[src/hw/async_read_pkg.sv]
// Package for the asynchronous memory read strobe timing block.
// Holds phase widths, reset values and cycle counts shared by the design.
package async_read_pkg;

  localparam int unsigned SYS_CLK_HZ     = 100_000_000;
  localparam int unsigned SYS_PERIOD_PS  = 10_000;

  // Widths of configuration counts and pins
  localparam int unsigned SETUP_W  = 4;
  localparam int unsigned STROBE_W = 6;
  localparam int unsigned HOLD_W   = 3;
  localparam int unsigned TURN_W   = 2;
  localparam int unsigned UNITS_W  = 8;
  localparam int unsigned ADDR_W   = 21;
  localparam int unsigned BANK_W   = 2;
  localparam int unsigned DATA_W   = 16;
  localparam int unsigned CS_W     = 4;
  localparam int unsigned CSSEL_W  = 2;
  localparam int unsigned CNT_W    = 6;
  localparam int unsigned SUB_W    = 4;
  localparam int unsigned LEN_W    = 14;

  // Last sub-count of one extended wait unit, which lasts sixteen system clocks
  localparam logic [SUB_W-1:0] UNIT_LAST = 4'hF;
  // Wait must be seen this many cycles before the plain strobe ends
  localparam logic [CNT_W-1:0] WAIT_LEAD_CYC = 6'h04;

  // Reset values
  localparam logic [CS_W-1:0]   CS_IDLE_N   = 4'hF;
  localparam logic [ADDR_W-1:0] ADDR_RESET  = 21'h000000;
  localparam logic [BANK_W-1:0] BANK_RESET  = 2'h0;
  localparam logic [DATA_W-1:0] DATA_RESET  = 16'h0000;
  localparam logic [UNITS_W-1:0] UNITS_RESET = 8'h00;
  localparam logic [CNT_W-1:0]  CNT_RESET   = 6'h00;

  typedef enum logic [2:0] {
    ST_IDLE, ST_SETUP, ST_STROBE, ST_EXTWAIT, ST_HOLD, ST_TURN
  } phase_e;

endpackage : async_read_pkg

[src/hw/wait_input_sync.sv]
// Three-stage synchroniser with agreement filter for the memory wait pin.
// Assumes the pin is asynchronous to clk_sys; output is a clean level.
`timescale 1ns/1ps
module wait_input_sync
  import async_read_pkg::*;
(
  input  wire logic clk_sys,   // System clock
  input  wire logic rst_n,     // Async reset, active low
  input  wire logic pinIn,     // Raw wait pin
  output logic      levelOut   // Filtered wait level
);

  logic stage1_q, stage2_q, stage3_q, level_q;
  logic level_d;

  // Level changes only once the second and third stages agree
  always_comb begin
    level_d = level_q;
    if (stage2_q == stage3_q) begin
      level_d = stage3_q;
    end
  end

  // First stage feeds only the second, to keep metastability contained
  always_ff @(posedge clk_sys or negedge rst_n) begin
    if (!rst_n) begin
      stage1_q <= 1'b0;
      stage2_q <= 1'b0;
      stage3_q <= 1'b0;
      level_q  <= 1'b0;
    end else begin
      stage1_q <= pinIn;
      stage2_q <= stage1_q;
      stage3_q <= stage2_q;
      level_q  <= level_d;
    end
  end

  assign levelOut = level_q;

endmodule : wait_input_sync

[src/hw/async_memory_strobe_timing.sv]
// Read strobe sequencer for asynchronous memories (SRAM, parallel flash).
// Assumes requests come from logic on clk_sys; wait arrives from a pin.
// Operation
// All phase lengths are whole system clock periods, counted on clk_sys.
// Without extended wait, access lasts setup plus strobe plus hold cycles.
// With extended wait, access grows sixteen cycles per counted wait unit.
// Strobe falls setup cycles after select, or with select in strobe mode.
// Select stays low hold cycles after strobe rises, or rises with it.
// Bank and address are valid setup cycles before strobe falls.
// Bank and address stay unchanged hold cycles after strobe rises.
// Without extended wait, strobe is low exactly the strobe count.
// With extended wait, strobe low adds sixteen cycles per wait unit.
// Memory holds each wait level at least two system clock periods.
// Wait must appear four cycles before plain strobe end to extend.
// Wait deadline is measured to the unextended hold start.
// Wait units are counted while wait stays asserted after strobe.
// Waiting stops when units reach the programmed maximum limit.
// Programmable turnaround cycles separate accesses; counts are inputs.
// Read data is captured as the strobe rises.
`timescale 1ns/1ps
module async_memory_strobe_timing
  import async_read_pkg::*;
(
  input  wire logic                clk_sys,               // System clock
  input  wire logic                rst_n,                 // Async reset
  input  wire logic                readReq,               // Start read pulse
  input  wire logic [ADDR_W-1:0]   readAddr,              // Word address
  input  wire logic [BANK_W-1:0]   readBank,              // Bank select
  input  wire logic [CSSEL_W-1:0]  chipIndex,             // Which select
  input  wire logic [SETUP_W-1:0]  read_setup_count,      // Setup cycles
  input  wire logic [STROBE_W-1:0] readStrobeCount,       // Strobe cycles
  input  wire logic [HOLD_W-1:0]   read_hold_count,       // Hold cycles
  input  wire logic [TURN_W-1:0]   turnaround_count,      // Gap cycles
  input  wire logic [UNITS_W-1:0]  max_wait_limit,        // Unit timeout
  input  wire logic                extended_wait_enable,  // Honour wait
  input  wire logic                selectStrobeMode,      // Select=strobe
  input  wire logic                memory_wait_input,     // Wait pin
  input  wire logic [DATA_W-1:0]   external_data_bus,     // Data pin in
  output logic                     read_strobe_n,         // Output enable
  output logic [CS_W-1:0]          async_chip_select_n,   // Selects
  output logic [BANK_W-1:0]        bank_select_lines,     // Bank pins
  output logic [ADDR_W-1:0]        external_address_lines,// Address pins
  output logic [DATA_W-1:0]        readData,              // Captured data
  output logic                     readDone,              // Done pulse
  output logic                     readTimeout,           // Timeout pulse
  output logic [UNITS_W-1:0]       extended_wait_units,   // Last unit count
  output logic                     busy                   // Not idle
);

  phase_e               state_q, state_d;
  logic [CNT_W-1:0]     cnt_q, cnt_d;
  logic [SUB_W-1:0]     sub_q, sub_d;
  logic [UNITS_W-1:0]   units_q, units_d;
  logic                 waitHit_q, waitHit_d;
  logic [SETUP_W-1:0]   setupCnt_q, setupCnt_d;
  logic [STROBE_W-1:0]  rst_q, rst_d;
  logic [HOLD_W-1:0]    holdCnt_q, holdCnt_d;
  logic [TURN_W-1:0]    turnCnt_q, turnCnt_d;
  logic [UNITS_W-1:0]   max_q, max_d;
  logic                 extWait_q, extWait_d, ss_q, ss_d;
  logic [CSSEL_W-1:0]   sel_q, sel_d;
  logic [ADDR_W-1:0]    addr_q, addr_d;
  logic [BANK_W-1:0]    bank_q, bank_d;
  logic [DATA_W-1:0]    data_q, data_d;
  logic                 oeN_q, oeN_d, done_q, done_d, tmo_q, tmo_d;
  logic [CS_W-1:0]      csN_q, csN_d;
  logic                 waitSeen;
  logic                 busy_q, busy_d;

  // Zero counts are stretched to one cycle so setup, strobe and hold always exist
  function automatic logic [CNT_W-1:0] lastCyc(input logic [CNT_W-1:0] n);
    lastCyc = (n == CNT_RESET) ? CNT_RESET : n - 6'h01;
  endfunction : lastCyc

  wait_input_sync wait_input_sync_i (
    .clk_sys  (clk_sys),
    .rst_n    (rst_n),
    .pinIn    (memory_wait_input),
    .levelOut (waitSeen)
  );

  // Phase sequencer: every phase counted in clk_sys cycles
  always_comb begin
    state_d = state_q;   cnt_d = cnt_q;     sub_d = sub_q;
    units_d = units_q;   waitHit_d = waitHit_q;
    setupCnt_d = setupCnt_q;   rst_d = rst_q;
    holdCnt_d = holdCnt_q;     turnCnt_d = turnCnt_q;
    max_d = max_q; extWait_d = extWait_q;   ss_d = ss_q;   sel_d = sel_q;
    addr_d = addr_q;     bank_d = bank_q;    data_d = data_q;
    done_d = 1'b0;       tmo_d = 1'b0;
    case (state_q)
      ST_IDLE: begin
        if (readReq) begin
          // Config latched per access so mid-access changes are harmless
          setupCnt_d = read_setup_count;
          rst_d = readStrobeCount;
          holdCnt_d = read_hold_count;
          turnCnt_d = turnaround_count;
          max_d = max_wait_limit;    extWait_d = extended_wait_enable;
          ss_d = selectStrobeMode;   sel_d = chipIndex;
          addr_d = readAddr;         bank_d = readBank;
          units_d = UNITS_RESET;     waitHit_d = 1'b0;
          cnt_d = lastCyc(CNT_W'(read_setup_count));
          state_d = ST_SETUP;
        end
      end
      ST_SETUP: begin
        if (cnt_q == CNT_RESET) begin
          cnt_d = lastCyc(CNT_W'(rst_q));
          state_d = ST_STROBE;
        end else begin
          cnt_d = cnt_q - 6'h01;
        end
      end
      ST_STROBE: begin
        // Deadline judged against the plain strobe end only
        if (extWait_q && waitSeen && (cnt_q >= WAIT_LEAD_CYC - 6'h01)) begin
          waitHit_d = 1'b1;
        end
        if (cnt_q == CNT_RESET) begin
          if (waitHit_q) begin
            units_d = 8'h01;
            sub_d = UNIT_LAST;
            state_d = ST_EXTWAIT;
          end else begin
            data_d = external_data_bus;
            cnt_d = lastCyc(CNT_W'(holdCnt_q));
            state_d = ST_HOLD;
          end
        end else begin
          cnt_d = cnt_q - 6'h01;
        end
      end
      ST_EXTWAIT: begin
        if (sub_q == 4'h0) begin
          // Whole units only, so the stretch is a multiple of 16
          if (units_q >= max_q) begin
            tmo_d = 1'b1;
            data_d = external_data_bus;
            cnt_d = lastCyc(CNT_W'(holdCnt_q));
            state_d = ST_HOLD;
          end else if (waitSeen) begin
            units_d = units_q + 8'h01;
            sub_d = UNIT_LAST;
          end else begin
            data_d = external_data_bus;
            cnt_d = lastCyc(CNT_W'(holdCnt_q));
            state_d = ST_HOLD;
          end
        end else begin
          sub_d = sub_q - 4'h1;
        end
      end
      ST_HOLD: begin
        if (cnt_q == CNT_RESET) begin
          done_d = 1'b1;
          if (turnCnt_q == 2'h0) begin
            state_d = ST_IDLE;
          end else begin
            cnt_d = lastCyc(CNT_W'(turnCnt_q));
            state_d = ST_TURN;
          end
        end else begin
          cnt_d = cnt_q - 6'h01;
        end
      end
      ST_TURN: begin
        if (cnt_q == CNT_RESET) begin
          state_d = ST_IDLE;
        end else begin
          cnt_d = cnt_q - 6'h01;
        end
      end
      default: begin
        state_d = ST_IDLE;
      end
    endcase
  end

  // Pin levels follow the next phase so they leave a flop each cycle
  always_comb begin
    logic strobing;
    logic active;
    strobing = (state_d == ST_STROBE) || (state_d == ST_EXTWAIT);
    active   = (state_d != ST_IDLE) && (state_d != ST_TURN);
    oeN_d    = !strobing;
    busy_d   = (state_d != ST_IDLE);  // Flopped so busy is a clean output
    csN_d    = CS_IDLE_N;
    // Strobe mode drops select only with the strobe
    if (ss_d ? strobing : active) begin
      csN_d[sel_d] = 1'b0;
    end
  end

  // Sequencer registers
  always_ff @(posedge clk_sys or negedge rst_n) begin
    if (!rst_n) begin
      state_q <= ST_IDLE;   cnt_q <= CNT_RESET;  sub_q <= 4'h0;
      units_q <= UNITS_RESET;  waitHit_q <= 1'b0;
      setupCnt_q <= 4'h0;  rst_q <= 6'h00;  holdCnt_q <= 3'h0;
      turnCnt_q <= 2'h0;  max_q <= 8'h00;  extWait_q <= 1'b0;
      ss_q <= 1'b0;  sel_q <= 2'h0;  busy_q <= 1'b0;
      addr_q <= ADDR_RESET;  bank_q <= BANK_RESET;  data_q <= DATA_RESET;
      oeN_q <= 1'b1;  csN_q <= CS_IDLE_N;  done_q <= 1'b0;  tmo_q <= 1'b0;
    end else begin
      state_q <= state_d;   cnt_q <= cnt_d;      sub_q <= sub_d;
      units_q <= units_d;   waitHit_q <= waitHit_d;
      setupCnt_q <= setupCnt_d;  rst_q <= rst_d;  holdCnt_q <= holdCnt_d;
      turnCnt_q <= turnCnt_d;  max_q <= max_d;  extWait_q <= extWait_d;
      ss_q <= ss_d;  sel_q <= sel_d;  busy_q <= busy_d;
      addr_q <= addr_d;  bank_q <= bank_d;  data_q <= data_d;
      oeN_q <= oeN_d;  csN_q <= csN_d;  done_q <= done_d;  tmo_q <= tmo_d;
    end
  end

  assign read_strobe_n          = oeN_q;
  assign async_chip_select_n    = csN_q;
  assign bank_select_lines      = bank_q;
  assign external_address_lines = addr_q;
  assign readData               = data_q;
  assign readDone               = done_q;
  assign readTimeout            = tmo_q;
  assign extended_wait_units    = units_q;
  assign busy                   = busy_q;

  // Helper counters measuring strobe, select and access lengths
  logic [LEN_W-1:0] oeLen_q, csLen_q, accLen_q;
  logic [LEN_W-1:0] expOe, expAcc, setupLen, strobeLen, holdLen;
  logic [DATA_W-1:0] busPrev_q;
  always_ff @(posedge clk_sys or negedge rst_n) begin
    if (!rst_n) begin
      oeLen_q <= '0;  csLen_q <= '0;  accLen_q <= '0;  busPrev_q <= '0;
    end else begin
      oeLen_q   <= oeN_q ? '0 : oeLen_q + 14'h0001;
      csLen_q   <= (&csN_q) ? '0 : csLen_q + 14'h0001;
      accLen_q  <= (state_d == ST_IDLE || state_d == ST_TURN) ? '0 :
                   accLen_q + 14'h0001;
      busPrev_q <= external_data_bus;
    end
  end
  // Zero counts run as one cycle, so the checks clamp them the same way
  assign setupLen  = (setupCnt_q == 4'h0) ? 14'h0001 : LEN_W'(setupCnt_q);
  assign strobeLen = (rst_q == 6'h00) ? 14'h0001 : LEN_W'(rst_q);
  assign holdLen   = (holdCnt_q == 3'h0) ? 14'h0001 : LEN_W'(holdCnt_q);
  assign expOe  = strobeLen + LEN_W'({units_q, 4'h0});
  assign expAcc = expOe + setupLen + holdLen;

  // Counters already hold the full low run at the edge that ends it
  a_strobe_plain: assert property (
    @(posedge clk_sys) disable iff (!rst_n)
    $rose(oeN_q) && !extWait_q |-> oeLen_q == strobeLen)
    else $error("strobe width differs from strobe count");
  a_strobe_ext: assert property (
    @(posedge clk_sys) disable iff (!rst_n)
    $rose(oeN_q) && extWait_q |-> oeLen_q == expOe)
    else $error("extended strobe width wrong");
  a_access_len: assert property (
    @(posedge clk_sys) disable iff (!rst_n)
    done_q |-> $past(accLen_q) == expAcc)
    else $error("access length wrong");
  a_setup_gap: assert property (
    @(posedge clk_sys) disable iff (!rst_n)
    $fell(oeN_q) && !ss_q |-> csLen_q == setupLen)
    else $error("select to strobe setup wrong");
  a_select_with: assert property (
    @(posedge clk_sys) disable iff (!rst_n)
    ss_q && busy_q |-> (oeN_q == (&csN_q)))
    else $error("select not tied to strobe");
  a_hold_stable: assert property (
    @(posedge clk_sys) disable iff (!rst_n)
    state_q == ST_HOLD && $past(state_q) == ST_HOLD
    |-> $stable(external_address_lines) && $stable(bank_select_lines))
    else $error("address moved during hold");
  a_timeout_at: assert property (
    @(posedge clk_sys) disable iff (!rst_n)
    tmo_q |-> units_q == max_q || (max_q == 8'h00 && units_q == 8'h01))
    else $error("timeout not at limit");
  a_no_extend: assert property (
    @(posedge clk_sys) disable iff (!rst_n)
    $rose(oeN_q) && !waitHit_q |-> units_q == UNITS_RESET)
    else $error("extension without early wait");
  a_data_latch: assert property (
    @(posedge clk_sys) disable iff (!rst_n)
    $rose(oeN_q) |-> readData == busPrev_q)
    else $error("data not captured at strobe rise");

endmodule : async_memory_strobe_timing

[config.mk]
export PLATFORM = sky130hd
export DESIGN_NAME = async_memory_strobe_timing
export DESIGN_NICKNAME = d
export VERILOG_FILES = /design/src/hw/async_read_pkg.sv /design/src/hw/wait_input_sync.sv /design/src/hw/async_memory_strobe_timing.sv
export SDC_FILE = /design/constraint.sdc
export NUM_CORES = 1
export LEC_CHECK = 0
export BUFFER_PORTS_ARGS = -buffer_cell sky130_fd_sc_hd__buf_4
export CORE_UTILIZATION = 34
export DETAILED_ROUTE_END_ITERATION = 7
export MAX_ROUTING_LAYER = met4
export SYNTH_ARGS = -nofsm -noshare
export SYNTH_HDL_FRONTEND = slang
export SYNTH_SLANG_ARGS = --single-unit
[constraint.sdc]
create_clock -name clk_sys -period 4.32 [get_ports clk_sys]
set_input_delay 0.864 -clock clk_sys [delete_from_list [all_inputs] [get_ports clk_sys]]
set_output_delay 0.864 -clock clk_sys [all_outputs]
set_load 0.005 [all_outputs]
==> results of run 1 <==
==> metrics by stage <==
stage / area, um2 / instances / hold slack, ns / utilization (%)
3_5_place_dp: 5930 / 741 / 0.349 / 42.7
5_1_grt: 6240 / 757 / 0.358 / 44.9
2_1_floorplan: 4860 / 454 / 0.331 / -
4_1_cts: 6240 / 757 / 0.356 / 44.9
6_report: 6240 / 757 / 0.353 / 44.9
3_3_place_gp: 5930 / 741 / 0.334 / 42.7
==> cell families after synthesis <==
group	Yosys count
AO/OA/AOI/OAI	97
XOR/XNOR	8
adder cells (fa/ha/maj)	18
buffers and inverters	52
flip-flops	96
multiplexers	50
AND/OR/NAND/NOR	133
==> cell type report <==
cell class	instances	area, um2
clock buffers	10	239
clock inverters	6	65.1
fillers	1355	7640
inverters	33	124
multi-input cells	306	2230
flip-flops and latches	96	2410
well taps	180	225
repair buffers	126	946
==> metal layers <==
layer / track usage (%) / vias to the layer above
met2: 24.9 / 162
met5: - / -
met4: 7.48 / 0
met3: 3.62 / 22
met1: 22.9 / 1873
li1: - / 1849
==> power by group through the flow <==
stage | Clock (mW) | Combinational [mW] | Sequential [mW]
final | 0.817 | 1.96 | 1.59
after global routing | 0.872 | 2.18 | 1.65
after CTS | 0.840 | 1.96 | 1.59
after detailed placement | 0 | 1.95 | 1.59
after global placement | 0 | 1.93 | 1.58
after floorplan | 0 | 1.34 | 1.50
==> sequential cells by signal, indices dropped and copies added (netlist names), 2 cells and up <==
name,cells
max_q,8
sub_q,4
bank_select_lines,2
turnCnt_q,2
holdCnt_q,3
async_chip_select_n,4
sel_q,2
external_address_lines,21
readData,16
extended_wait_units,8
cnt_q,6
rst_q,6
state_q,3
==> synth_stat cells, types with 2 or more instances <==
| cell type | instances |
|---|---|
| sky130_fd_sc_hd__a211oi_1 | 6 |
| sky130_fd_sc_hd__a21oi_1 | 11 |
| sky130_fd_sc_hd__a22oi_1 | 3 |
| sky130_fd_sc_hd__a31o_2 | 2 |
| sky130_fd_sc_hd__a31oi_1 | 4 |
| sky130_fd_sc_hd__a41oi_1 | 2 |
| sky130_fd_sc_hd__and2_1 | 3 |
| sky130_fd_sc_hd__and3_1 | 2 |
| sky130_fd_sc_hd__buf_2 | 10 |
| sky130_fd_sc_hd__clkbuf_1 | 7 |
| sky130_fd_sc_hd__dfrtp_1 | 91 |
| sky130_fd_sc_hd__dfstp_2 | 5 |
| sky130_fd_sc_hd__ha_1 | 17 |
| sky130_fd_sc_hd__inv_1 | 33 |
| sky130_fd_sc_hd__mux2_2 | 39 |
| sky130_fd_sc_hd__mux2_4 | 9 |
| sky130_fd_sc_hd__mux2i_1 | 2 |
| sky130_fd_sc_hd__nand2_1 | 34 |
| sky130_fd_sc_hd__nand2b_1 | 9 |
| sky130_fd_sc_hd__nand3_1 | 8 |
| sky130_fd_sc_hd__nand4_1 | 6 |
| sky130_fd_sc_hd__nor2_1 | 34 |
| sky130_fd_sc_hd__nor2b_1 | 6 |
| sky130_fd_sc_hd__nor3_1 | 11 |
| sky130_fd_sc_hd__nor4_1 | 3 |
| sky130_fd_sc_hd__o2111ai_1 | 3 |
| sky130_fd_sc_hd__o211ai_1 | 4 |
| sky130_fd_sc_hd__o21ai_0 | 35 |
| sky130_fd_sc_hd__o22ai_1 | 3 |
| sky130_fd_sc_hd__o31ai_1 | 8 |
| sky130_fd_sc_hd__o32ai_1 | 3 |
| sky130_fd_sc_hd__or2_2 | 3 |
| sky130_fd_sc_hd__or3_1 | 3 |
| sky130_fd_sc_hd__xnor2_1 | 2 |
| sky130_fd_sc_hd__xor2_1 | 6 |
==> how the worst max path moves through the flow <==
stage	from	to	slack (ns)	cells after the start
after detailed placement	extended_wait_units[2]	sub_q[3]	1.47	7
after CTS	extended_wait_units[2]	sub_q[3]	1.46	7
after floorplan	sub_q[0]	readData[10]	2.02	8
after global routing	extended_wait_units[2]	sub_q[3]	1.22	7
after global placement	extended_wait_units[0]	sub_q[3]	1.61	8
final	extended_wait_units[2]	sub_q[3]	1.44	7
==> reports/qor.log, run 1 <==
INFO  status         outcome=finished, final reports clean
INFO  synthesis      synth_top_cells_by_area=sky130_fd_sc_hd__dfrtp_1, sky130_fd_sc_hd__mux2_2, sky130_fd_sc_hd__ha_1, sky130_fd_sc_hd__o21ai_0, sky130_fd_sc_hd__mux2_4
INFO  pwr            power.static_leakage=2.86nW
INFO  pwr            seq_pwr_share=36.4%
INFO  sta            final.setup.tns=0ns
INFO  route          wl_met2=5110um
INFO  setup_path     reg2reg_depth=7
INFO  clocking       insertion_delay_to_the_later_sink_of_the_worst_skew_pair=0.34ns
INFO  placed_design  portBuffers=124
INFO  setup_path     nature_of_the_critical_path_endpoint=register
INFO  die            dieArea=14800um2
INFO  clocking       cts.repair.resized=0
INFO  clocking       cts_max_path_buffers=2
INFO  min_path       worst_hold_path_cells=0
INFO  setup_path     cp_slowest_cell=sky130_fd_sc_hd__a211oi_2
INFO  sta            grt_setup_unrepaired=false
INFO  synthesis      synth-edff-count=0
INFO  synthesis      synth_sequential_area_ratio=49.6%
INFO  sta            clock_skew=0.00582ns
INFO  route          post_drt_wl_per_cell=15.3um
INFO  die            starting_utilization_of_the_core_area=35.0%
INFO  setup_path     max_stage_delay=0.78ns
INFO  setup_path     worst-setup-path-type=reg -> reg
INFO  layout         drive_gt1_share=36.6%
INFO  synthesis      yosysUniqueCellTypes=62
INFO  route          wl_met3=832um
INFO  setup_path     critPathLaunchType=register
INFO  layout         most_used_cells_in_the_layout_excluding_fill_and_tap_cells=sky130_fd_sc_hd__buf_4, sky130_fd_sc_hd__dfrtp_1, sky130_fd_sc_hd__mux2_2
INFO  setup_path     cpLargestDelayFamily=compound AO/OA/AOI/OAI gates
INFO  clocking       clock_pin_slew_on_the_worst_setup_and_hold_paths=0.07ns
INFO  pwr            p_int=2.72mW
INFO  clocking       cts_tree=yes
INFO  route          totalWireLength=11600um
INFO  grt            grt_max_degree=73
INFO  clocking       cts_inserted_buffers=9
INFO  pwr            powerDensity=699nW/um2
INFO  synthesis      async_set_or_reset_register_ratio_after_synthesis=100%
INFO  clocking       postCtsSetupBuffers=0
INFO  synthesis      synth_top_family_by_area=simple AND/OR/NAND/NOR gates
INFO  die            fp.dieW=122um
INFO  route          drt-pass1-iter-count=5
INFO  sta            worst_slack=1.44ns
INFO  synthesis      synth_largest_type_area_fraction=46.9%
INFO  synthesis      syn-mean-instance-area=10.7um2
INFO  sta            setup_violations=0
INFO  setup_path     cp_cell_sequence=ha_1, a211oi_1, o21ai_0, a211oi_2, o21ai_0, and2_1, o31ai_1
INFO  placed_design  place_worst_setup_slack=1.47ns
INFO  synthesis      netlist_area=4860um2
INFO  synthesis      post_synthesis_adder_cell_area_fraction=4.59%
INFO  setup_path     regToRegSetupSlack=1.44ns
INFO  route          route.layer.met1.wl=5360um
INFO  synthesis      synth_cells=454
INFO  layout         area_overhead_of_the_layout_relative_to_synthesis=28.4%
INFO  setup_path     path_buf_inv=0
INFO  sta            maxSlewHeadroom=40.3%
INFO  synthesis      dominantRegCellSynth=sky130_fd_sc_hd__dfrtp_1
INFO  layout         antenna-diode-count=0
INFO  layout         final_common_cell=sky130_fd_sc_hd__buf_4
INFO  sta            fmax=348MHz
INFO  setup_path     regToRegEndpoint=sub_q[3]
INFO  clocking       number_of_sinks_on_the_clock_net=96
INFO  pwr            clkPwrFrac=18.7%
INFO  placed_design  hpwl=8450um
INFO  setup_path     critical_path_peak_fanout=13
INFO  sta            final_min_period_over_clock_period=66.6%
INFO  sta            final_max_slew_viol_count=0
INFO  synthesis      net_count_after_synthesis=541
INFO  clocking       post_cts_hold_buffer_count=0
INFO  die            i_o_pin_cnt=125
INFO  synthesis      number_of_flip_flops_and_latches_in_the_synthesized_netlist=96
INFO  grt            grt_antenna_before_repair=0
INFO  route          route.detailed.drc=0
INFO  min_path       hold_start=wait_input_sync_i.stage1_q
INFO  die            std_cell_rows=43
INFO  setup_path     cpMostUsedCell=sky130_fd_sc_hd__o21ai_0
INFO  synthesis      synth_top_area_cell=sky130_fd_sc_hd__dfrtp_1
INFO  grt            grt_first_pass_wirelength=19100um
INFO  run            drv.max_cap_violation_count=0
INFO  pwr            switching_share=37.6%
INFO  setup_path     critical_path_required=4.57ns
INFO  layout         final_net_count=659
INFO  synthesis      synth.mux.area_fraction=12.2%
INFO  synthesis      synth_xor_xnor_area_share=1.44%
INFO  clocking       htree_num_levels=3
INFO  min_path       hp-class=reg -> reg
INFO  setup_path     reg2reg_from=extended_wait_units[2]
INFO  grt            gr-total-overflow=0
INFO  min_path       min_delay_worst_endpoint=wait_input_sync_i.stage2_q
INFO  placed_design  rd_place_congestion=0.905
INFO  die            coreArea=13900um2
INFO  die            die_h=122um
INFO  clocking       ctsRootBufferMaster=sky130_fd_sc_hd__clkbuf_16
INFO  pwr            peakVddDrop=0.000310V
INFO  grt            globalRouteTotalUtil=17.1%
INFO  route          topRoutingLayerUsed=met4
INFO  sta            final_hold_viol_count=0
INFO  pwr            netSwitchingPower=1.64mW
INFO  setup_path     critical_path_arrival=3.13ns
INFO  route          final_antenna_net_count=0
INFO  route          routed-via-count=3906
INFO  route          via_per_inst=5.16
INFO  pwr            report.power.total=4.36mW
INFO  sta            worst-slew-pin-transition=0.896ns
INFO  route          dr.first_iter.drc_count=254
INFO  sta            finalCriticalPeriod=2.88ns
INFO  pwr            comb_power_share=44.8%
INFO  synthesis      synth_simple_gate_area_share=14.0%
INFO  synthesis      synth_compound_area_share=13.5%
INFO  synthesis      yosys_warnings=0
INFO  grt            vias_in_the_first_global_route=3912
Power figures use the tool's default switching activity.
==> run 2: changes to the inputs <==
ABC_AREA = 1   (was unset)
clock period = 3 ns   (was 4.32 ns; I/O delays follow)
==> run 2 against run 1 <==
Compared with the run above: first-iteration DRC count down 41%; global-route usage up 0.48 points; worst setup slack worse by 0.65 ns; sequential power up 36%; register-to-register slack worse by 0.65 ns; sequential share of layout area down 0.48 points; critical path depth up 5; non-clock buffer count up 2; final cell count up 20%; largest cell class unchanged; largest power group unchanged; highest routed layer unchanged.
==> reports/qor.log, run 2 <==
INFO  sta            finalCriticalPeriod=2.21ns
INFO  die            die_h=122um
INFO  status         outcome=finished, final reports clean
INFO  die            coreArea=13900um2
INFO  grt            globalRouteTotalUtil=17.6%
INFO  synthesis      dominantRegCellSynth=sky130_fd_sc_hd__dfrtp_1
INFO  layout         register_area=2410um2
INFO  clocking       postCtsSetupBuffers=0
INFO  sta            maxSlewHeadroom=54.6%
INFO  placed_design  place.detailed.instances=896
INFO  layout         final_cell_count_no_fill=912
INFO  layout         filler_cell_count=1392
INFO  setup_path     critical_path_required=3.24ns
INFO  layout         area_overhead_of_the_layout_relative_to_synthesis=30.0%
INFO  clocking       clock_pin_slew_on_the_worst_setup_and_hold_paths=0.06ns
INFO  clocking       post_cts_hold_buffer_count=0
INFO  pwr            seq_pwr_share=36.1%
INFO  setup_path     cp_cell_sequence=ha_1, nand2_1, nor2_1, nor2_1, nand2_1, nand2_1, nand4_2, nand2_2, nor3_4, inv_2, nand2_1, nand2_1
INFO  die            starting_utilization_of_the_core_area=34.9%
INFO  sta            final_hold_viol_count=0
INFO  setup_path     reg2reg_depth=12
INFO  layout         most_used_cells_in_the_layout_excluding_fill_and_tap_cells=sky130_fd_sc_hd__nand2_1, sky130_fd_sc_hd__buf_4, sky130_fd_sc_hd__dfrtp_1
INFO  synthesis      net_count_after_synthesis=690
INFO  layout         multi_input_comb_area=2160um2
INFO  setup_path     critical_path_arrival=2.45ns
INFO  synthesis      synth_top_area_cell=sky130_fd_sc_hd__dfrtp_1
INFO  sta            clock_skew=0.00577ns
INFO  pwr            clkPwrFrac=20.4%
INFO  setup_path     cpMostUsedCell=sky130_fd_sc_hd__nand2_1
INFO  placed_design  rd_place_congestion=0.875
INFO  pwr            comb_power_share=43.5%
INFO  layout         final_util=45.3%
INFO  grt            vias_in_the_first_global_route=4198
INFO  route          final_antenna_net_count=0
INFO  synthesis      ys_top_cells_by_count=sky130_fd_sc_hd__nand2_1, sky130_fd_sc_hd__dfrtp_1, sky130_fd_sc_hd__inv_1
INFO  clocking       ctsRootBufferMaster=sky130_fd_sc_hd__clkbuf_16
INFO  clocking       number_of_sinks_on_the_clock_net=96
INFO  placed_design  portBuffers=124
INFO  clocking       cts_max_path_buffers=2
INFO  pwr            power.static_leakage=3.32nW
INFO  setup_path     worst-setup-path-type=reg -> reg
INFO  clocking       cts_inserted_buffers=9
INFO  route          routed-via-count=4218
INFO  route          route.detailed.drc=0
INFO  synthesis      synth_top_cells_by_area=sky130_fd_sc_hd__dfrtp_1, sky130_fd_sc_hd__nand2_1, sky130_fd_sc_hd__o21ai_0, sky130_fd_sc_hd__ha_1, sky130_fd_sc_hd__inv_1
INFO  route          dr.first_iter.drc_count=149
INFO  clocking       cts.repair.resized=0
INFO  setup_path     path_buf_inv=1
INFO  die            std_cell_rows=43
INFO  setup_path     critical_path_peak_fanout=19
INFO  setup_path     cpLargestDelayFamily=simple AND/OR/NAND/NOR gates
INFO  setup_path     nature_of_the_critical_path_endpoint=register
INFO  layout         final_net_count=814
INFO  pwr            peakVddDrop=0.000374V
INFO  synthesis      synth_cells=603
INFO  layout         fin_area=6320um2
INFO  pwr            switching_share=38.7%
INFO  synthesis      netlist_area=4860um2
INFO  synthesis      synth_sequential_area_ratio=49.6%
INFO  grt            grt_antenna_before_repair=0
INFO  layout         drive_gt1_share=25.1%
INFO  clocking       insertion_delay_to_the_later_sink_of_the_worst_skew_pair=0.34ns
INFO  layout         antenna-diode-count=0
INFO  die            i_o_pin_cnt=125
INFO  sta            fmax=453MHz
INFO  pwr            netSwitchingPower=2.33mW
INFO  route          via_per_inst=4.63
INFO  run            drv.max_cap_violation_count=0
INFO  route          totalWireLength=11800um
INFO  die            dieArea=14800um2
INFO  synthesis      synth_largest_type_area_fraction=46.9%
INFO  pwr            powerDensity=952nW/um2
INFO  placed_design  post_dp_cell_area=5990um2
INFO  synthesis      yosys.cell_count.top_type=sky130_fd_sc_hd__nand2_1
INFO  setup_path     critPathLaunchType=register
INFO  grt            gr-total-overflow=0
INFO  synthesis      yosysUniqueCellTypes=38
INFO  synthesis      synth-edff-count=0
INFO  grt            grt_max_degree=53
INFO  sta            final_max_slew_viol_count=0
INFO  synthesis      number_of_flip_flops_and_latches_in_the_synthesized_netlist=96
INFO  sta            setup_violations=0
INFO  sta            final.setup.tns=0ns
INFO  synthesis      syn-mean-instance-area=8.06um2
INFO  min_path       hp-class=in -> async
INFO  grt            grt_first_pass_wirelength=19600um
INFO  setup_path     max_stage_delay=0.48ns
INFO  route          post_drt_wl_per_cell=12.9um
INFO  pwr            report.power.total=6.02mW
INFO  placed_design  hpwl=8740um
INFO  setup_path     reg2reg_from=extended_wait_units[2]
INFO  setup_path     cp_slowest_cell=sky130_fd_sc_hd__dfrtp_1
INFO  layout         largest_register_ff_count=21
INFO  setup_path     regToRegEndpoint=cnt_q[3]
INFO  die            fp.dieW=122um
INFO  synthesis      yosys_warnings=0
INFO  setup_path     regToRegSetupSlack=0.79ns
INFO  synthesis      async_set_or_reset_register_ratio_after_synthesis=100%
INFO  sta            grt_setup_unrepaired=false
INFO  pwr            p_int=3.69mW
INFO  route          drt-pass1-iter-count=4
INFO  layout         final_common_cell=sky130_fd_sc_hd__nand2_1
INFO  clocking       htree_num_levels=3
INFO  sta            final_min_period_over_clock_period=73.6%
INFO  sta            worst-slew-pin-transition=0.681ns
INFO  clocking       cts_tree=yes
## run 2: cell count changes after synthesis, moves of 7 or more
cell,change
sky130_fd_sc_hd__nand3_1,+19
sky130_fd_sc_hd__o21ai_0,+9
sky130_fd_sc_hd__inv_1,+19
sky130_fd_sc_hd__buf_2,-7
sky130_fd_sc_hd__nand2b_1,-9
sky130_fd_sc_hd__nand2_1,+191
sky130_fd_sc_hd__nand2_2,+10
sky130_fd_sc_hd__mux2_4,-9
sky130_fd_sc_hd__inv_2,+8
sky130_fd_sc_hd__mux2_2,-39
## run 2: worst max-delay path by stage
stage               slack [ns]        to                   start  depth (start not counted)
detailed placement        0.79  cnt_q[3]  extended_wait_units[2]                         12
floorplan                 1.19  cnt_q[2]  extended_wait_units[2]                         12
CTS                       0.78  cnt_q[3]  extended_wait_units[3]                         12
global route              0.58  cnt_q[2]  extended_wait_units[1]                         12
finish                    0.79  cnt_q[3]  extended_wait_units[2]                         12
global placement          0.87  cnt_q[2]  extended_wait_units[2]                         12
## run 2: cell type report
cell class              count  area share [%]
multi-input cells         432            34.2
flip-flops and latches     96            38.1
well taps                 180            3.57
clock inverters             5            1.27
repair buffers            128            15.4
inverters                  60            3.57
clock buffers              11            3.84
## run 2: metal layers
metal	up-vias	global-route usage, %	part of all wire [%]
met2	85	28.6	49
met4	0	5.79	1.6
li1	2151	-	-
met3	16	3.65	4.4
met5	-	-	0
met1	1966	21.7	45
## run 2: worst register-to-register path, delay by kind of cell, from the launching register on
| kind | cells | cell delay (ns) |
|---|---|---|
| and+or+nand+nor | 10 | 1.20 |
| DFF | 1 | 0.48 |
| adders and majority gates | 1 | 0.32 |
| buffers and inverters | 1 | 0.11 |
## run 2: power by group through the flow
stage,clock [mW],sequential [mW],combinational [mW]
after floorplan,0,2.16,1.65
after global placement,0,2.18,2.58
after detailed placement,0,2.19,2.64
after CTS,1.27,2.18,2.65
after global routing,1.32,2.24,3.01
final,1.23,2.17,2.61
## run 2: cell families (layout without fill, tap and decap cells)
| family | count (synthesis) | count (layout) | synth area share [%] |
|---|---|---|---|
| xor+xnor | 12 | 12 | 2.16 |
| flops | 96 | 96 | 49.6 |
| buf+inv | 75 | 204 | 6.10 |
| compound gates | 72 | 72 | 8.14 |
| fa+ha+maj | 18 | 18 | 4.58 |
| simple gates | 330 | 330 | 29.4 |
## run 2: stage by stage
stage / hold WS (ns) / setup WS [ns]
CTS: 0.311 / 0.781
floorplan: 0.304 / 1.19
global route: 0.345 / 0.583
detailed placement: 0.342 / 0.788
global placement: 0.339 / 0.868
finish: 0.292 / 0.792
